[src/include/nfc_regs.svh]
`ifndef NFC_REGS_SVH
`define NFC_REGS_SVH
// clock 100 MHz, period in ns
`define NFC_CLK_NS 10
// strobe phase lengths in ns and derived cycle counts (least times round up)
`define NFC_STROBE_NS 20
`define NFC_STROBE_CYC ((`NFC_STROBE_NS + `NFC_CLK_NS - 1) / `NFC_CLK_NS)
// write high to busy, max 100 ns
`define NFC_WB_NS 100
`define NFC_WB_CYC ((`NFC_WB_NS + `NFC_CLK_NS - 1) / `NFC_CLK_NS)
// data hold after rising read strobe in normal output mode
`define NFC_RHOH_NS 25
// worst-case busy times in us
`define NFC_T_PROG_US 700
`define NFC_T_STAGE_US 1
`define NFC_T_LOAD1_US 120
`define NFC_T_LOADM_US 200
`define NFC_T_ERASE_US 10000
`define NFC_T_RST_US 500
`define NFC_US_CYC (1000 / `NFC_CLK_NS)
// partial program limit per page
`define NFC_MAX_PARTIAL 3'h4
// ecc status sectors per page
`define NFC_ECC_SECTORS 3'h4
// command codes
`define NFC_CMD_STATUS 8'h70
`define NFC_CMD_STATUS_MP 8'h71
`define NFC_CMD_ECC 8'h7a
`define NFC_CMD_RESET 8'hff
`endif

[src/include/nfc_pkg.sv]
package nfc_pkg;
  typedef enum logic [2:0] {
    NFC_OP_CMD,
    NFC_OP_ADDR,
    NFC_OP_WDATA,
    NFC_OP_RDATA,
    NFC_OP_WAIT,
    NFC_OP_ECC
  } nfc_op_t;
  typedef enum logic [2:0] {
    NFC_BUSY_PROG,
    NFC_BUSY_STAGE,
    NFC_BUSY_LOAD1,
    NFC_BUSY_LOADM,
    NFC_BUSY_ERASE,
    NFC_BUSY_RESET
  } nfc_busy_t;
  typedef struct packed {
    nfc_op_t op;
    nfc_busy_t busy_kind;
    logic [7:0] data;
    logic program_page;
    logic new_erase;
  } nfc_req_t;
  typedef struct packed {
    logic cle;
    logic ale;
    logic ce_n;
    logic we_n;
    logic output_strobe_n;
  } nfc_ctl_t;
endpackage

[src/hw/nfc_host.sv]
`timescale 1ns/100ps
// Overview of operation
// single-page program busy ends within 700 us, else timeout.
// multi-page final program busy ends within 700 us.
// busy after intermediate 11h confirm lasts at most 1 us.
// host programs one page at most four times before block erase.
// single-page array load busy ends within 120 us.
// multi-page array load busy ends within 200 us.
// reset completes within 500 us worst case.
// with long strobe high, data is sampled before the rising edge.
// short strobe high time keeps data past rising edge.
// device releases outputs on latch enable, chip select or write strobe.
// host fetches four ecc sector status bytes per ecc status read.
// ecc status read only after ready and before data or command; data reads here do not close the ecc window.
// host never drives the byte port while the device drives it.
// status read uses 70h or 71h and returns one byte.
// command byte latched on write strobe rise with command latch high.
// address byte latched on write strobe rise with address latch high.
// ready/busy low during operations, high when done.
// each read strobe fall yields next byte.
// erase busy is bounded; host waits with a timeout.
// every busy wait has a timeout from maximum time; expiry flags error.
`include "nfc_regs.svh"
module nfc_host
  import nfc_pkg::*;
#(
  parameter int unsigned T_PROG_CYC = `NFC_T_PROG_US * `NFC_US_CYC,
  parameter int unsigned T_LOAD1_CYC = `NFC_T_LOAD1_US * `NFC_US_CYC,
  parameter int unsigned T_LOADM_CYC = `NFC_T_LOADM_US * `NFC_US_CYC,
  parameter int unsigned T_ERASE_CYC = `NFC_T_ERASE_US * `NFC_US_CYC,
  parameter int unsigned T_RST_CYC = `NFC_T_RST_US * `NFC_US_CYC
) (
  input wire logic i_mclk,
  input wire logic i_srst,
  input wire logic i_req_valid,
  input wire nfc_req_t i_req,
  output logic o_req_ready,
  output logic o_rdata_valid,
  output logic [7:0] o_rdata,
  output logic o_timeout,
  output logic o_partial_limit,
  output nfc_ctl_t o_ctl,
  output logic [7:0] o_io_out,
  output logic o_io_oe,
  input wire logic [7:0] i_io_in,
  input wire logic i_op_status_pin
);
  localparam int unsigned STAGE_CYC = `NFC_T_STAGE_US * `NFC_US_CYC;
  localparam logic [3:0] STROBE_CYC = 4'(`NFC_STROBE_CYC);
  localparam logic [3:0] WB_CYC = 4'(`NFC_WB_CYC);
  // the stage wait is fixed, so the counter must also hold it when erase is short
  localparam int unsigned TMO_MAX = (T_ERASE_CYC > STAGE_CYC) ? T_ERASE_CYC : STAGE_CYC;
  localparam int unsigned TMO_W = $clog2(TMO_MAX + 1);
  if (T_PROG_CYC < 1 || T_LOAD1_CYC < 1 || T_LOADM_CYC < 1 || T_ERASE_CYC < 1 ||
      T_RST_CYC < 1 || T_ERASE_CYC < T_PROG_CYC || T_ERASE_CYC < T_RST_CYC ||
      T_ERASE_CYC < T_LOADM_CYC || T_ERASE_CYC < T_LOAD1_CYC) begin
    $error("nfc_host: timeout counts must be nonzero and erase the largest");
  end

  typedef enum logic [2:0] {
    NFC_IDLE,
    NFC_SETUP,
    NFC_PULSE,
    NFC_HOLD,
    NFC_WB,
    NFC_BUSY
  } nfc_st_t;

  nfc_st_t st_reg, st_next;
  nfc_req_t req_reg, req_next;
  nfc_ctl_t ctl_reg, ctl_next;
  logic [3:0] cnt_reg, cnt_next;
  logic [TMO_W-1:0] tmo_reg, tmo_next;
  logic [2:0] ecc_reg, ecc_next;
  logic [2:0] part_reg, part_next;
  logic [7:0] io_reg, io_next;
  logic oe_reg, oe_next;
  logic rdy_reg, rdy_next;
  logic rv_reg, rv_next;
  logic [7:0] rd_reg, rd_next;
  logic err_reg, err_next;
  logic lim_reg, lim_next;
  logic ecc_open_reg, ecc_open_next;

  function automatic logic [TMO_W-1:0] busy_limit(input nfc_busy_t k);
    logic [TMO_W-1:0] v;
    v = TMO_W'(TMO_MAX);
    unique case (k)
      NFC_BUSY_PROG: v = TMO_W'(T_PROG_CYC);
      NFC_BUSY_STAGE: v = TMO_W'(STAGE_CYC);
      NFC_BUSY_LOAD1: v = TMO_W'(T_LOAD1_CYC);
      NFC_BUSY_LOADM: v = TMO_W'(T_LOADM_CYC);
      NFC_BUSY_ERASE: v = TMO_W'(T_ERASE_CYC);
      NFC_BUSY_RESET: v = TMO_W'(T_RST_CYC);
      default: v = TMO_W'(TMO_MAX);
    endcase
    return v;
  endfunction

  always_comb begin
    st_next = st_reg;
    req_next = req_reg;
    ctl_next = ctl_reg;
    cnt_next = cnt_reg;
    tmo_next = tmo_reg;
    ecc_next = ecc_reg;
    part_next = part_reg;
    io_next = io_reg;
    oe_next = oe_reg;
    rdy_next = rdy_reg;
    rv_next = 1'b0;
    rd_next = rd_reg;
    err_next = err_reg;
    lim_next = lim_reg;
    ecc_open_next = ecc_open_reg;
    unique case (st_reg)
      NFC_IDLE: begin
        if (i_req_valid && rdy_reg) begin
          req_next = i_req;
          rdy_next = 1'b0;
          err_next = 1'b0;
          cnt_next = STROBE_CYC;
          ctl_next.ce_n = 1'b0;
          ctl_next.cle = (i_req.op == NFC_OP_CMD);
          ctl_next.ale = (i_req.op == NFC_OP_ADDR);
          if (i_req.new_erase) begin
            part_next = 3'h0;
          end
          // every request except data reads, ecc reads and the 7Ah command issued while ready closes the ecc status window
          if (i_req.op != NFC_OP_RDATA && i_req.op != NFC_OP_ECC) begin
            ecc_open_next = 1'b0;
          end
          if (i_req.op == NFC_OP_CMD && i_req.data == `NFC_CMD_ECC) begin
            ecc_open_next = 1'b1;
            ecc_next = `NFC_ECC_SECTORS;
          end
          if (i_req.op == NFC_OP_WAIT) begin
            tmo_next = busy_limit(i_req.busy_kind);
            st_next = NFC_BUSY;
          end else if (i_req.op == NFC_OP_ECC && !ecc_open_reg) begin
            rdy_next = 1'b1;
            lim_next = 1'b1;
            st_next = NFC_IDLE;
          end else if (i_req.op == NFC_OP_CMD && i_req.data == `NFC_CMD_ECC &&
                       !i_op_status_pin) begin
            // ecc status may only follow a completed operation
            ecc_open_next = 1'b0;
            rdy_next = 1'b1;
            lim_next = 1'b1;
          end else if (i_req.op == NFC_OP_CMD && i_req.program_page &&
                       part_reg == `NFC_MAX_PARTIAL) begin
            lim_next = 1'b1;
            rdy_next = 1'b1;
          end else begin
            if (i_req.op == NFC_OP_CMD && i_req.program_page) begin
              part_next = part_reg + 3'h1;
            end
            // read bus turns round only while the port is released
            oe_next = (i_req.op == NFC_OP_CMD || i_req.op == NFC_OP_ADDR ||
                       i_req.op == NFC_OP_WDATA);
            io_next = i_req.data;
            st_next = NFC_SETUP;
          end
        end
      end
      NFC_SETUP: begin
        cnt_next = STROBE_CYC;
        if (req_reg.op == NFC_OP_RDATA || req_reg.op == NFC_OP_ECC) begin
          ctl_next.output_strobe_n = 1'b0;
        end else begin
          ctl_next.we_n = 1'b0;
        end
        st_next = NFC_PULSE;
      end
      NFC_PULSE: begin
        cnt_next = cnt_reg - 4'h1;
        if (cnt_reg == 4'h1) begin
          cnt_next = STROBE_CYC;
          if (!ctl_reg.output_strobe_n) begin
            // sample before rising edge; holds for normal and extended output
            rd_next = i_io_in;
            rv_next = 1'b1;
            if (req_reg.op == NFC_OP_ECC) begin
              ecc_next = ecc_reg - 3'h1;
              if (ecc_reg == 3'h1) begin
                ecc_open_next = 1'b0;
              end
            end
          end
          ctl_next.we_n = 1'b1;
          ctl_next.output_strobe_n = 1'b1;
          st_next = NFC_HOLD;
        end
      end
      NFC_HOLD: begin
        cnt_next = cnt_reg - 4'h1;
        if (cnt_reg == 4'h1) begin
          ctl_next.cle = 1'b0;
          ctl_next.ale = 1'b0;
          oe_next = 1'b0;
          if (req_reg.op == NFC_OP_CMD && req_reg.data != `NFC_CMD_STATUS &&
              req_reg.data != `NFC_CMD_STATUS_MP && req_reg.data != `NFC_CMD_ECC) begin
            cnt_next = WB_CYC;
            st_next = NFC_WB;
          end else begin
            rdy_next = 1'b1;
            st_next = NFC_IDLE;
          end
        end
      end
      NFC_WB: begin
        cnt_next = cnt_reg - 4'h1;
        if (cnt_reg == 4'h1) begin
          rdy_next = 1'b1;
          st_next = NFC_IDLE;
        end
      end
      NFC_BUSY: begin
        tmo_next = tmo_reg - TMO_W'(1);
        if (i_op_status_pin) begin
          // device raised ready; ecc status window closes until the next ecc command
          ecc_open_next = 1'b0;
          rdy_next = 1'b1;
          st_next = NFC_IDLE;
        end else if (tmo_reg == TMO_W'(0)) begin
          err_next = 1'b1;
          rdy_next = 1'b1;
          st_next = NFC_IDLE;
        end
      end
    endcase
  end

  always_ff @(posedge i_mclk) begin
    if (i_srst) begin
      st_reg <= NFC_IDLE;
      req_reg <= '0;
      ctl_reg <= '{cle: 1'b0, ale: 1'b0, ce_n: 1'b1, we_n: 1'b1, output_strobe_n: 1'b1};
      cnt_reg <= 4'h0;
      tmo_reg <= '0;
      ecc_reg <= 3'h0;
      part_reg <= 3'h0;
      io_reg <= 8'h00;
      oe_reg <= 1'b0;
      rdy_reg <= 1'b1;
      rv_reg <= 1'b0;
      rd_reg <= 8'h00;
      err_reg <= 1'b0;
      lim_reg <= 1'b0;
      ecc_open_reg <= 1'b0;
    end else begin
      st_reg <= st_next;
      req_reg <= req_next;
      ctl_reg <= ctl_next;
      cnt_reg <= cnt_next;
      tmo_reg <= tmo_next;
      ecc_reg <= ecc_next;
      part_reg <= part_next;
      io_reg <= io_next;
      oe_reg <= oe_next;
      rdy_reg <= rdy_next;
      rv_reg <= rv_next;
      rd_reg <= rd_next;
      err_reg <= err_next;
      lim_reg <= lim_next;
      ecc_open_reg <= ecc_open_next;
    end
  end

  assign o_req_ready = rdy_reg;
  assign o_rdata_valid = rv_reg;
  assign o_rdata = rd_reg;
  assign o_timeout = err_reg;
  assign o_partial_limit = lim_reg;
  assign o_ctl = ctl_reg;
  assign o_io_out = io_reg;
  assign o_io_oe = oe_reg;
endmodule

[config.mk]
export PLATFORM = sky130hd
export DESIGN_NAME = nfc_host
export DESIGN_NICKNAME = d
export VERILOG_FILES = /design/src/include/nfc_pkg.sv /design/src/hw/nfc_host.sv
export VERILOG_INCLUDE_DIRS = /design/src /design/src/include
export SDC_FILE = /design/constraint.sdc
export NUM_CORES = 1
export LEC_CHECK = 0
export ABC_AREA = 1
export CORE_MARGIN = 10
export CORE_UTILIZATION = 40
export DETAILED_ROUTE_END_ITERATION = 10
export DONT_BUFFER_PORTS = 1
export GPL_ROUTABILITY_DRIVEN = 0
export GPL_TIMING_DRIVEN = 0
export PLACE_DENSITY = 0.53
export SYNTH_ARGS = -nofsm -noshare
export SYNTH_HDL_FRONTEND = slang
export SYNTH_SLANG_ARGS = --single-unit
[constraint.sdc]
create_clock -name i_mclk -period 5.3 [get_ports i_mclk]
set_clock_uncertainty 0.2 [all_clocks]
set_input_delay 0.795 -clock i_mclk [delete_from_list [all_inputs] [get_ports i_mclk]]
set_output_delay 0.795 -clock i_mclk [all_outputs]
set_load 0.005 [all_outputs]
==> results, run 1 <==
- Counting every net in the synthesized netlist gives between 600 and 700.
- The detailed-route wire length per cell is 15.0 um.
- Counting the fill cells in the layout gives 1038.
- The final number of max-transition violations was 0.
- The final total negative setup slack is 0 ns.
- The post-placement cell count is 709.
- The final-report setup violation count is 0.
- The run finished with clean final reports.
- The number of buffers on the longest clock path is 2.
- The wire length after detailed routing is 10900 um.
- The worst setup path is launched from a primary input.
- The routed design could run at a clock period as short as about 2.1 ns.
- Cell internal power was estimated by the tool at 0.00122 W.
- The register with the most flip-flops in the layout has 20 of them.
- The final design area excluding fillers is 4250 um^2.
- The boundary pin count is 54.
- The cell at the root of the clock tree is sky130_fd_sc_hd__clkbuf_8.
- The total CTS buffers is 9.
- For hold timing, the worst endpoint is req_reg[8]$_SDFFE_PP0P_.
- The cell area that synthesis handed to floorplanning was between 3000 and 4000 um^2.
- The tightest min-delay check is of the flip-flop to flip-flop type.
- The clock transition at the register clock pins on the worst setup and hold paths after CTS is 0.08 ns.
- Power spread over the standard cell area amounts to 517 nW/um^2.
- For this run, the total global-route usage over all layers was measured as 0.154.
- The tree built by TritonCTS fans out to a little over 70 sinks.
- The synthesized area divided by synthesized cell count is 6.71 um^2.
- The average via count per standard cell is 5.21.
- The clock power share is 0.205.
- Synthesis inferred approximately 70 register bits.
- The reported leakage power is 1.92 nW.
- Measured along the y axis, the die boundary spans 119 um.
- Counting every instance in the synthesized netlist gives 580.
- Ranked by total cell area, the synthesized netlist is headed by sky130_fd_sc_hd__dfxtp_1 (37%), sky130_fd_sc_hd__nand2_1 (10%), sky130_fd_sc_hd__nor2_1 (9.0%), sky130_fd_sc_hd__a21oi_1 (7.6%), sky130_fd_sc_hd__o21ai_0 (7.1%).
- The sequential share of power is 0.341.
- In this run the tool buffered the top-level ports with 0 buffer cells.
- The worst setup path is of the primary input to flip-flop kind.
- Detailed placement finished with a half-perimeter wire length of 8210 um.
- The H-tree generated during clock tree synthesis spans 3 levels.
- The switching part of the total is 0.446.
- The worst supply voltage drop on vdd is 0.185 mV.
- The effective utilization at floorplan is 0.415.
- For the pin with the worst max-slew slack, the measured transition is around 0.64 ns.
- Compared with the post-synthesis result, the final layout area differs by 9.23%.
- Yosys mapped a number of flops with a built-in enable equal to 0.
- Setup repair after global routing left no endpoint under its margin.
- Counting cells, the worst reg-to-reg path comes to 8.
- The width of the die is 119 um.
- The most instantiated library cell after synthesis is sky130_fd_sc_hd__nand2_1.
- The worst register-to-register path ends at o_req_ready$_SDFFE_PP1P_.
- For the worst-skew pair, the clock arrives at the later sink with an insertion delay of 0.35 ns.
- The number of different library cells used by synthesis comes to 36.
- The highest achievable clock rate is 0.478 GHz.
- Counting flops with an async set or reset pin after synthesis yields a share of 0.
- For this run the aggregate overflow at the end of global routing stands at 0.
- The cell area reported after detailed placement is between 4000 and 5000 um^2.
- In this run the core area contains 35 standard-cell rows.
- The number of max-cap violations is 0.
- The Yosys step of the flow raised 0 warnings.
- Before antenna repair, the detailed router went through 6 iterations.
- Once the clock tree was built, the setup fixing pass inserted 0 buffers.
- The data arrival time at the worst-slack endpoint is 2.11 ns.
- The repair_antennas step left the layout with diodes totalling 0.
- The maximum number of pins on one net before global-route repair is 14.
- The primary flip-flop cell chosen by synthesis mapping is sky130_fd_sc_hd__dfxtp_1.
- The core area is 9370 um^2.
- The global-route wire length before repair is between 15000 and 20000 um.
- The worst register-to-register path begins at tmo_reg[8]$_SDFFE_PP0P_.
- For flop-to-flop paths, the worst setup slack is 3.36 ns.
- The endpoint class of the critical path is a flip-flop.
- The number of hold violations in the final report is 0.
- The count of cells along the worst hold path is 2.
- The fraction of layout instances using a drive strength above 1 is 0.0973.
- The final route contains 3774 vias.
- In this run the power spent charging and discharging nets is just under 0.001 W.
- The via count of the first global-routing pass is 3652.
- The post-route non-filler standard cell count is 725.
- Overall power consumption after layout is estimated at 0.00220 W.
- Sorting the synthesized cells by how often they occur yields sky130_fd_sc_hd__nand2_1 (107), sky130_fd_sc_hd__nor2_1 (93), sky130_fd_sc_hd__dfxtp_1 (71).
- For this run, design rule violations remaining after detail routing come to 0.
- In this run the most critical hold path is launched from req_reg[8]$_SDFFE_PP0P_.
- The required time at the endpoint of the critical path is between 5 and 6 ns.
- The cell type contributing the most total cell area after synthesis is sky130_fd_sc_hd__dfxtp_1.
- The sequential cells in the finished layout cover a total of 1420 um^2.
- The clock tree from TritonCTS is yes.
- The number of antenna-violating nets in the routed design is 0.
- Of the available clock period, the critical path in the final layout requires 0.395.
- After the last flow step, the layout net total stands at 627.
- The logic gate share of total power is 0.454.
- Measured against its own limit, the worst slew margin works out to 0.572.
- The area share of the leading cell type in the synthesized netlist is 0.365.
- After the first detailed-routing iteration, the DRC count stood at 188.
- The number of gates resized after cts is 0.
- The die covers around 14000 um^2.
- The share of the Yosys chip area taken by registers is 0.365.
- The final hold slack is 0.258 ns.
- The multi-input logic area is 2120 um^2.
- The number of antenna violations at the first check in global routing is 0.
- After clock tree synthesis, the flow added hold-fix buffers numbering 0.
- The largest fanout on the critical path is 9.
## worst max-delay path: stages
cell and delay (ns):
sky130_fd_sc_hd__inv_1 0.03, sky130_fd_sc_hd__nor2_1 0.08, sky130_fd_sc_hd__nand2_1 0.05, sky130_fd_sc_hd__nor2_1 0.24, sky130_fd_sc_hd__nand3_1 0.34, sky130_fd_sc_hd__nand4_4 0.25
sky130_fd_sc_hd__clkinv_2 0.16, sky130_fd_sc_hd__nand2_1 0.09, sky130_fd_sc_hd__a21oi_1 0.05
## power groups by stage
| stage | Clock [W] | Combinational (W) | Sequential [W] |
|---|---|---|---|
| 2_1_floorplan | 0 | 0.000801 | 0.000733 |
| 3_3_place_gp | 0 | 0.000980 | 0.000760 |
| 3_5_place_dp | 0 | 0.000987 | 0.000763 |
| 4_1_cts | 0.000460 | 0.000995 | 0.000752 |
| 5_1_grt | 0.000478 | 0.00115 | 0.000766 |
| 6_report | 0.000449 | 0.000998 | 0.000750 |
## through the flow
stage | setup slack, ns | util
after floorplan | 3.23 | -
after global placement | 2.83 | 0.433
after detailed placement | 2.84 | 0.433
after CTS | 3.19 | 0.454
after global routing | 3.02 | 0.454
final | 3.21 | 0.454
## area by class of cell
type,count,share of cell area
tap,129,0.0380
buffer,14,0.0185
multi-input combinational,423,0.498
inverter,72,0.0647
clock buffer,10,0.0300
clock inverter,6,0.0165
sequential,71,0.334
## cells in the final DEF, fill, tap and decap left out, types with 6 or more instances in the layout
cell type	n
sky130_fd_sc_hd__nand2_1	107
sky130_fd_sc_hd__nor2_1	93
sky130_fd_sc_hd__dfxtp_1	71
sky130_fd_sc_hd__inv_1	63
sky130_fd_sc_hd__a21oi_1	59
sky130_fd_sc_hd__o21ai_0	55
sky130_fd_sc_hd__nand3_1	37
sky130_fd_sc_hd__nand4_1	10
sky130_fd_sc_hd__clkbuf_8	9
sky130_fd_sc_hd__clkbuf_1	8
sky130_fd_sc_hd__ha_1	8
sky130_fd_sc_hd__nor3_1	7
sky130_fd_sc_hd__inv_2	6
## how the worst max path moves through the flow
stage,from,endpoint,cells after the start
6_report,i_req[3],o_io_out[0]$_SDFFE_PP0P_,9
5_1_grt,i_req[3],o_io_out[5]$_SDFFE_PP0P_,9
4_1_cts,i_srst,tmo_reg[11]$_SDFFE_PP0P_,5
3_5_place_dp,i_req[3],part_reg[2]$_SDFFE_PP0P_,9
3_3_place_gp,i_srst,tmo_reg[5]$_SDFFE_PP0P_,5
2_1_floorplan,i_req[14],o_io_out[0]$_SDFFE_PP0P_,8
## kinds of logic (layout without fill, tap and decap cells)
group | count (synthesis) | after routing | synth area share
AOI/OAI and AO/OA | 129 | 129 | 0.175
xor gates and xnor gates | 8 | 8 | 0.0180
adders and majority gates | 8 | 8 | 0.0257
buffers and inverters | 86 | 102 | 0.0910
DFF | 71 | 71 | 0.365
and+or+nand+nor | 278 | 278 | 0.325
## routing by layer
layer | up-vias | share of wire | GRT usage | wire length [um]
met5 | - | 0 | 0 | 0
met4 | 0 | 0.020 | 0.0580 | 221
met3 | 16 | 0.066 | 0.0400 | 717
met2 | 107 | 0.46 | 0.249 | 5010
met1 | 1739 | 0.45 | 0.190 | 4900
li1 | 1912 | - | - | -
(Power assumes the default switching activity.)
==> run 2: changes to the inputs <==
==> constraint.sdc (replaced) <==
create_clock -name i_mclk -period 1.99 [get_ports i_mclk]
set_clock_uncertainty 0.2 [all_clocks]
set_input_delay 0.2985 -clock i_mclk [delete_from_list [all_inputs] [get_ports i_mclk]]
set_output_delay 0.2985 -clock i_mclk [all_outputs]
set_load 0.005 [all_outputs]
==> run 2 against run 1 <==
Effect of this change:
- non-clock buffer count rose by 22
- via count increased by 1.6%
- first-iteration DRC count rose by 22%
- utilization grew 2.7 points
- final area grew 5.9%
- routed wire length up 2.8%
==> results, run 2 (same netlist as run 1, synthesis figures left out) <==
- The flow ran to the end, and the final reports show no timing, DRC or antenna violations.
- The post-route non-filler standard cell count is 747 (+3.0%).
- The library cell used most frequently in the layout, excluding fill and tap cells, is sky130_fd_sc_hd__nand2_1.
- The transition time at the pin with the least slew margin is 0.636 ns (-0.00524 ns).
- The first-pass detailed-route iteration total is 4 (-2).
- The root buffer cell chosen for the clock tree is sky130_fd_sc_hd__clkbuf_8.
- The final number of max-transition violations is 0 (unchanged).
- In this run the worst setup path begins at st_reg[2]$_SDFFE_PP0P_.
- The number of standard-cell rows in the floorplan is 35 (unchanged).
- The number of buffers added for setup after CTS is 0 (unchanged).
- The total congestion overflow is 0 (unchanged).
- The die span in y is 119 um (unchanged).
- The number of antenna violations at the first check in global routing is 0 (unchanged).
- The remaining routing DRC violations is 0 (unchanged).
- The H-tree depth is 3 (unchanged).
- The startpoint of the lowest-slack hold path is i_req[1].
- The endpoint class of the critical path is a flip-flop.
- The required time at the endpoint of the critical path is 2.07 ns (-3.24 ns).
- The total area of sequential cells is 1420 um^2 (unchanged).
- The number of buffers on the longest clock path was 2 (unchanged).
- The average via count per standard cell is 5.13 (-1.4%).
- The total number of clock tree sinks is 71 (unchanged).
- The clock network latency to the later pin of the worst-skew pair is 0.35 ns (about the same).
- The total CTS buffers is 9 (unchanged).
- The final worst setup slack is 0.132 ns (-3.07 ns).
- The number of hold violations in the final report was 0 (unchanged).
- The sum of net half-perimeters after detailed placement is 8210 um (unchanged).
- The die area is 14100 um^2 (unchanged).
- STA classifies the critical path startpoint as a flip-flop.
- The core area was 9370 um^2 (unchanged).
- The post-placement cell count came to 709 (unchanged).
- The violation count after the first detailed-route iteration is 229 (+22%).
- The global-route wire length before repair came to 18600 um (+2.4%).
- The number of filler instances in the final layout is 1017 (-2.0%).
- The largest fanout on the critical path is 9 (unchanged).
- The data arrival time at the worst-slack endpoint came to 1.93 ns (-0.18 ns).
- Setup repair after global routing left no endpoint under its margin.
- The worst hold path belongs to the class primary input to flip-flop.
- The multi-input logic area came to 2140 um^2 (+1.3%).
- The count of vias placed by the detailed router is 3834 (+1.6%).
- The final-report setup violation count is 0 (unchanged).
- The headroom to the max-slew limit came to 0.576 (+0.00350).
- The worst setup path is of the flip-flop to flip-flop kind.
- The number of nets in the final layout is 649 (+3.5%).
- From synthesis to final layout, the design area changed by 15.7%.
- The total power divided by cell area is 1320 nW/um^2 (+160%).
- The number of buffers added on ports came to 0 (unchanged).
- The number of antenna diodes is 0 (unchanged).
- The detailed-route wire length per cell is 14.9 um (-0.21%).
- The fraction of layout instances using a drive strength above 1 is 0.108 (+0.0111).
- The post-placement setup slack was 0.0234 ns (-2.81 ns).
- The width of the die is 119 um (unchanged).
- The origin of the critical flop-to-flop path is st_reg[2]$_SDFFE_PP0P_.
- TritonCTS built the clock tree.
- The maximum number of pins on one net before global-route repair is 14 (unchanged).
- The via count of the first global-routing pass is 3746 (+2.6%).
- The boundary pin count came to 54 (unchanged).
- The final total negative setup slack is 0 ns (unchanged).
- The number of antenna-violating nets in the routed design is 0 (unchanged).
- The clock transition at the register clock pins on the worst setup and hold paths after CTS is 0.08 ns (about the same).
- Timing would allow up to 0.538 GHz.
- The effective utilization at floorplan was 0.415 (unchanged).
- The share of the core filled with cells came to 0.480 (+0.0267).
- The reported leakage power was 2.02 nW (+5.3%).
- The flip-flop count of the largest register, all copies and words added is 20 (unchanged).
- The worst supply voltage drop on vdd is 0.504 mV (+170%).
- The post-layout minimum cycle time is 1.86 ns.
- Dividing the final minimum period by the clock period gives 0.934.
- The overall global routing resource usage is 0.157 (+0.00328).
- The wire length after detailed routing is 11200 um (+2.8%).
- The library cells used most frequently in the layout, excluding fill and tap cells, are sky130_fd_sc_hd__nand2_1 (104), sky130_fd_sc_hd__nor2_1 (90), sky130_fd_sc_hd__dfxtp_1 (71), sky130_fd_sc_hd__inv_1 (63), sky130_fd_sc_hd__a21oi_1 (59).
- The number of max-cap violations is 0 (unchanged).
run 2: cell count changes in the layout (fill, tap and decap cells not counted), sizes merged:
cell / delta
dlygate4sd3: +21
dlymetal6s4s: +1
run 2: metrics by stage:
| stage | total power (W) | area (um^2) | hold WS (ns) |
|---|---|---|---|
| global placement | 0.00464 | 4050 | 0.239 |
| global route | 0.00646 | 4500 | 0.0481 |
| detailed placement | 0.00466 | 4050 | 0.242 |
| finish | 0.00593 | 4500 | 0.00719 |
| CTS | 0.00592 | 4470 | 0.00461 |
| floorplan | 0.00409 | 3890 | 0.226 |
run 2: report_power, final:
group / switching (W) / internal, W
registers: 0.000267 / 0.00173
clock network: 0.000610 / 0.000586
logic: 0.00177 / 0.000968
run 2: area by class of cell:
class,instances,area share
Buffer,14,0.0175
Clock buffer,10,0.0283
Clock inverter,6,0.0156
Inverter,72,0.0611
Multi-Input combinational cell,423,0.476
Sequential cell,71,0.316
Tap cell,129,0.0359
Timing Repair Buffer,22,0.0495
run 2: layer usage:
metal	wire, um	vias up	global-route usage
met4	263	0	0.0588
met1	5080	1757	0.192
met2	5090	98	0.257
met3	719	19	0.0414
li1	-	1960	-
met5	0	-	0
run 2: critical path: stages (launching register included):
cell and delay [ns]:
sky130_fd_sc_hd__dfxtp_1 0.35, sky130_fd_sc_hd__inv_2 0.13, sky130_fd_sc_hd__nand2_4 0.09, sky130_fd_sc_hd__nor2_8 0.15, sky130_fd_sc_hd__inv_2 0.10, sky130_fd_sc_hd__nor2_8 0.16
sky130_fd_sc_hd__nand4_4 0.21, sky130_fd_sc_hd__clkinv_2 0.18, sky130_fd_sc_hd__nand2_1 0.07, sky130_fd_sc_hd__a21oi_1 0.13
run 2: timing repair:
action | in CTS | in global routing
resized for setup | 0 | 11
hold endpoints to repair | 31 | 0
setup endpoints to repair | 0 | 27
hold buffers | 22 | 0
run 2: path summary, 6_finish.rpt:
kind	to	slack, ns	depth (start not counted)
min	part_reg[2]$_SDFFE_PP0P_	0.007	4
min reg2reg	req_reg[8]$_SDFFE_PP0P_	0.26	2
max	o_io_out[5]$_SDFFE_PP0P_	0.13	9
max reg2reg	o_io_out[5]$_SDFFE_PP0P_	0.13	9
==> run 3: changes to the inputs <==
--- a/config.mk
+++ b/config.mk
@@ -8,12 +8,12 @@
 export LEC_CHECK = 0
 export ABC_AREA = 1
 export CORE_MARGIN = 10
-export CORE_UTILIZATION = 40
+export CORE_UTILIZATION = 60
 export DETAILED_ROUTE_END_ITERATION = 10
 export DONT_BUFFER_PORTS = 1
 export GPL_ROUTABILITY_DRIVEN = 0
 export GPL_TIMING_DRIVEN = 0
-export PLACE_DENSITY = 0.53
+export PLACE_DENSITY = 0.75
 export SYNTH_ARGS = -nofsm -noshare
 export SYNTH_HDL_FRONTEND = slang
 export SYNTH_SLANG_ARGS = --single-unit
==> run 3 against run 2 <==
Effect of this change:
- total power is 5.1% higher
- count of clock-buffer cells in the layout is 1 lower
- hold slack better by 0.012 ns
- register-to-register slack worse by 0.04 ns
- clock power is 23% higher
- critical path depth stayed put
- first-iteration DRC count is 28% higher
- combinational power hardly changed
- maximum frequency is 2.2% lower
- critical path type unchanged
- highest routed layer unchanged
==> results, run 3 (same netlist as run 1, synthesis figures left out) <==
- The total buffers and inverters traversed by the critical path came to 3 (unchanged).
- The number of standard-cell rows in the floorplan came to 29 (-17%).
- The fraction of layout instances using a drive strength above 1 is 0.107 (-0.00179).
- The final number of max-transition violations is 0 (unchanged).
- The first-pass detailed-route iteration total is 5 (+1).
- The switching part of the total was 0.427 (-0.0192).
- The critical path goes through inv_2 -> nand2_4 -> nor2_8 -> inv_2 -> nor2_8 -> nand4_4 -> inv_4 -> nand2_1 -> a21oi_1.
- The total number of clock tree sinks is 71 (unchanged).
- The min-delay analysis places its worst path in the category primary input to flip-flop.
- The highest achievable clock rate is 0.527 GHz (-2.2%).
- The sequential share of power is 0.321 (-0.016).
- The clock transition at the register clock pins on the worst setup and hold paths after CTS is 0.08 ns (about the same).
- The total net switching power is 0.00266 W (+0.57%).
- The data arrival time at the worst-slack endpoint is 1.97 ns (+0.04 ns).
- The final-report setup violation count came to 0 (unchanged).
- The violation count after the first detailed-route iteration is 293 (+28%).
- CTS placed an instance of sky130_fd_sc_hd__clkbuf_8 at the clock tree root.
- The total CTS buffers is 9 (unchanged).
- The number of antenna diodes was 0 (unchanged).
- The core area was 6310 um^2 (-33%).
- The H-tree depth came to 3 (unchanged).
- The detailed-route wire length per cell is 15.1 um (+1.3%).
- The transition time at the pin with the least slew margin is 0.634 ns (-0.00227 ns).
- The clock power share is 0.236 (+0.034).
- The boundary pin count is 54 (unchanged).
- The number of nets in the final layout came to 650 (+0.15%).
- The average via count per standard cell is 5.65 (+10%).
- The most common library cell in the layout ignoring fill and taps is sky130_fd_sc_hd__nand2_1.
- The sum of net half-perimeters after detailed placement is 7510 um (-8.6%).
- The portion of the clock cycle consumed by the worst path in the final layout is 0.954 (+0.0206).
- The total congestion overflow was 0 (unchanged).
- The endpoint class of the critical path is a flip-flop.
- The number of antenna violations at the first check in global routing is 0 (unchanged).
- The reported leakage power came to 2.06 nW (+2.1%).
- The post-route non-filler standard cell count was 696 (-6.8%).
- The cell internal power dissipation is 0.00357 W (+8.7%).
- The number of buffers added on ports is 0 (unchanged).
- The post-placement cell count is 657 (-7.3%).
- The global-route wire length before repair is 17300 um (-7.0%).
- The width of the die is 101 um (-15%).
- The cell area reported after detailed placement is 3990 um^2 (-1.6%).
- The via count of the first global-routing pass came to 3726 (-0.53%).
- The highest metal layer with signal wires is met4.
- The largest stage delay on the critical path was 0.36 ns (about the same).
- The post-layout minimum cycle time is 1.90 ns (+0.0409 ns).
- The required time at the endpoint of the critical path is 2.06 ns (about the same).
- The total power divided by cell area is 1390 nW/um^2 (+5.3%).
- The cell family contributing the most delay on the critical path is simple AND/OR/NAND/NOR gates.
- The met2 routed wirelength is 5290 um (+3.9%).
- The count of vias placed by the detailed router came to 3933 (+2.6%).
- The final design area excluding fillers was 4490 um^2 (-0.22%).
- The logic gate share of total power is 0.443 (-0.019).
- The die area came to 10100 um^2 (-28%).
- The share of the core filled with cells is 0.711 (+0.231).
- The cell with the biggest individual delay on the critical path is sky130_fd_sc_hd__dfxtp_1.
- The wire length after detailed routing is 10500 um (-5.6%).
- In the layout the commonest cells are sky130_fd_sc_hd__nand2_1 (105), sky130_fd_sc_hd__nor2_1 (91), sky130_fd_sc_hd__dfxtp_1 (71), sky130_fd_sc_hd__inv_1 (63), sky130_fd_sc_hd__a21oi_1 (59).
- The remaining routing DRC violations is 0 (unchanged).
- The worst setup path is launched from a flip-flop.
- The worst supply voltage drop on vdd is 0.924 mV (+83%).
- The clock network latency to the later pin of the worst-skew pair came to 0.35 ns (about the same).
- The largest fanout on the critical path is 9 (unchanged).
- The number of antenna-violating nets in the routed design came to 0 (unchanged).
- The layout overhead on the synthesized area is 15.4%.
- The clock tree from TritonCTS is yes.
- The die span in y is 101 um (-15%).
- The final hold slack is 0.0192 ns (+0.0120 ns).
- The effective utilization at floorplan is 0.617 (+0.201).
- The headroom to the max-slew limit is 0.577 (+0.00151).
- The type of the setup path with the least slack is flip-flop to flip-flop.
- The number of max-cap violations was 0 (unchanged).
- The run finished with clean final reports.
- The detailed-route wire length on metal 1 came to 4330 um (-15%).
- The number of buffers on the longest clock path is 2 (unchanged).
- The number of hold violations in the final report is 0 (unchanged).
- The flip-flop count of the largest register, all copies and words added is 20 (unchanged).
- The overall global routing resource usage is 0.205 (+0.0486).
- The routed wire length on met3 is 763 um (+6.1%).
- Setup repair after global routing left no endpoint under its margin.
- The maximum number of pins on one net before global-route repair is 15 (+1).
- The final total negative setup slack was 0 ns (unchanged).
## run 3: changes by cell type in the layout (fill, tap and decap cells not counted), sizes merged
cell / delta
inv: +3
clkinvlp: -3
bufinv: +2
clkbuf: -1
clkinv: -1
buf: +1
## run 3: layout make-up
cell class                      instances  area, um^2
Buffer                                 14        78.8
Tap cell                               77        96.3
Multi-Input combinational cell        423        2140
Sequential cell                        71        1420
Timing Repair Buffer                   23         230
Inverter                               72         277
Clock inverter                          7         128
Clock buffer                            9         124
Fill cell                             516        1820
## run 3: final timing paths
kind,startpoint,end,slack (ns),cells after the start
worst max-delay path,st_reg[2]$_SDFFE_PP0P_,o_io_out[3]$_SDFFE_PP0P_,0.09,9
worst min register to register,req_reg[8]$_SDFFE_PP0P_,req_reg[8]$_SDFFE_PP0P_,0.26,2
worst min-delay path,i_req[1],part_reg[2]$_SDFFE_PP0P_,0.02,4
worst max register to register,st_reg[2]$_SDFFE_PP0P_,o_io_out[3]$_SDFFE_PP0P_,0.09,9
## run 3: repair_timing
action | 4_1_cts | 5_1_grt
endpoints found under the hold margin | 32 | 0
hold buffers | 22 | 0
resized for setup | 0 | 8
endpoints found under the setup margin | 0 | 16
buffers inserted | 0 | 1
## run 3: layer usage
metal  up-vias  global-route usage
met3        15              0.0501
met4         0              0.0685
li1       1953                   -
met5         -                   0
met2       135               0.350
met1      1830               0.246
## run 3: metrics by stage
| step | setup slack, ns | power (W) |
|---|---|---|
| 2_1_floorplan | 0.327 | 0.00409 |
| 3_3_place_gp | 0.0760 | 0.00454 |
| 3_5_place_dp | 0.0715 | 0.00463 |
| 4_1_cts | 0.0915 | 0.00616 |
| 5_1_grt | 0.00798 | 0.00672 |
| 6_report | 0.0910 | 0.00624 |
## run 3: tightest hold or removal path, stage by stage
cell and delay, ns:
sky130_fd_sc_hd__nand2_1 0.07, sky130_fd_sc_hd__nor2_1 0.04, sky130_fd_sc_hd__nand2_1 0.06, sky130_fd_sc_hd__a21oi_1 0.05
## run 3: power by group through the flow
stage	Clock, W	Sequential (W)	Combinational (W)
finish	0.00147	0.00200	0.00276
detailed placement	0	0.00203	0.00260
floorplan	0	0.00195	0.00213
global route	0.00154	0.00204	0.00313
CTS	0.00149	0.00200	0.00267
global placement	0	0.00202	0.00253
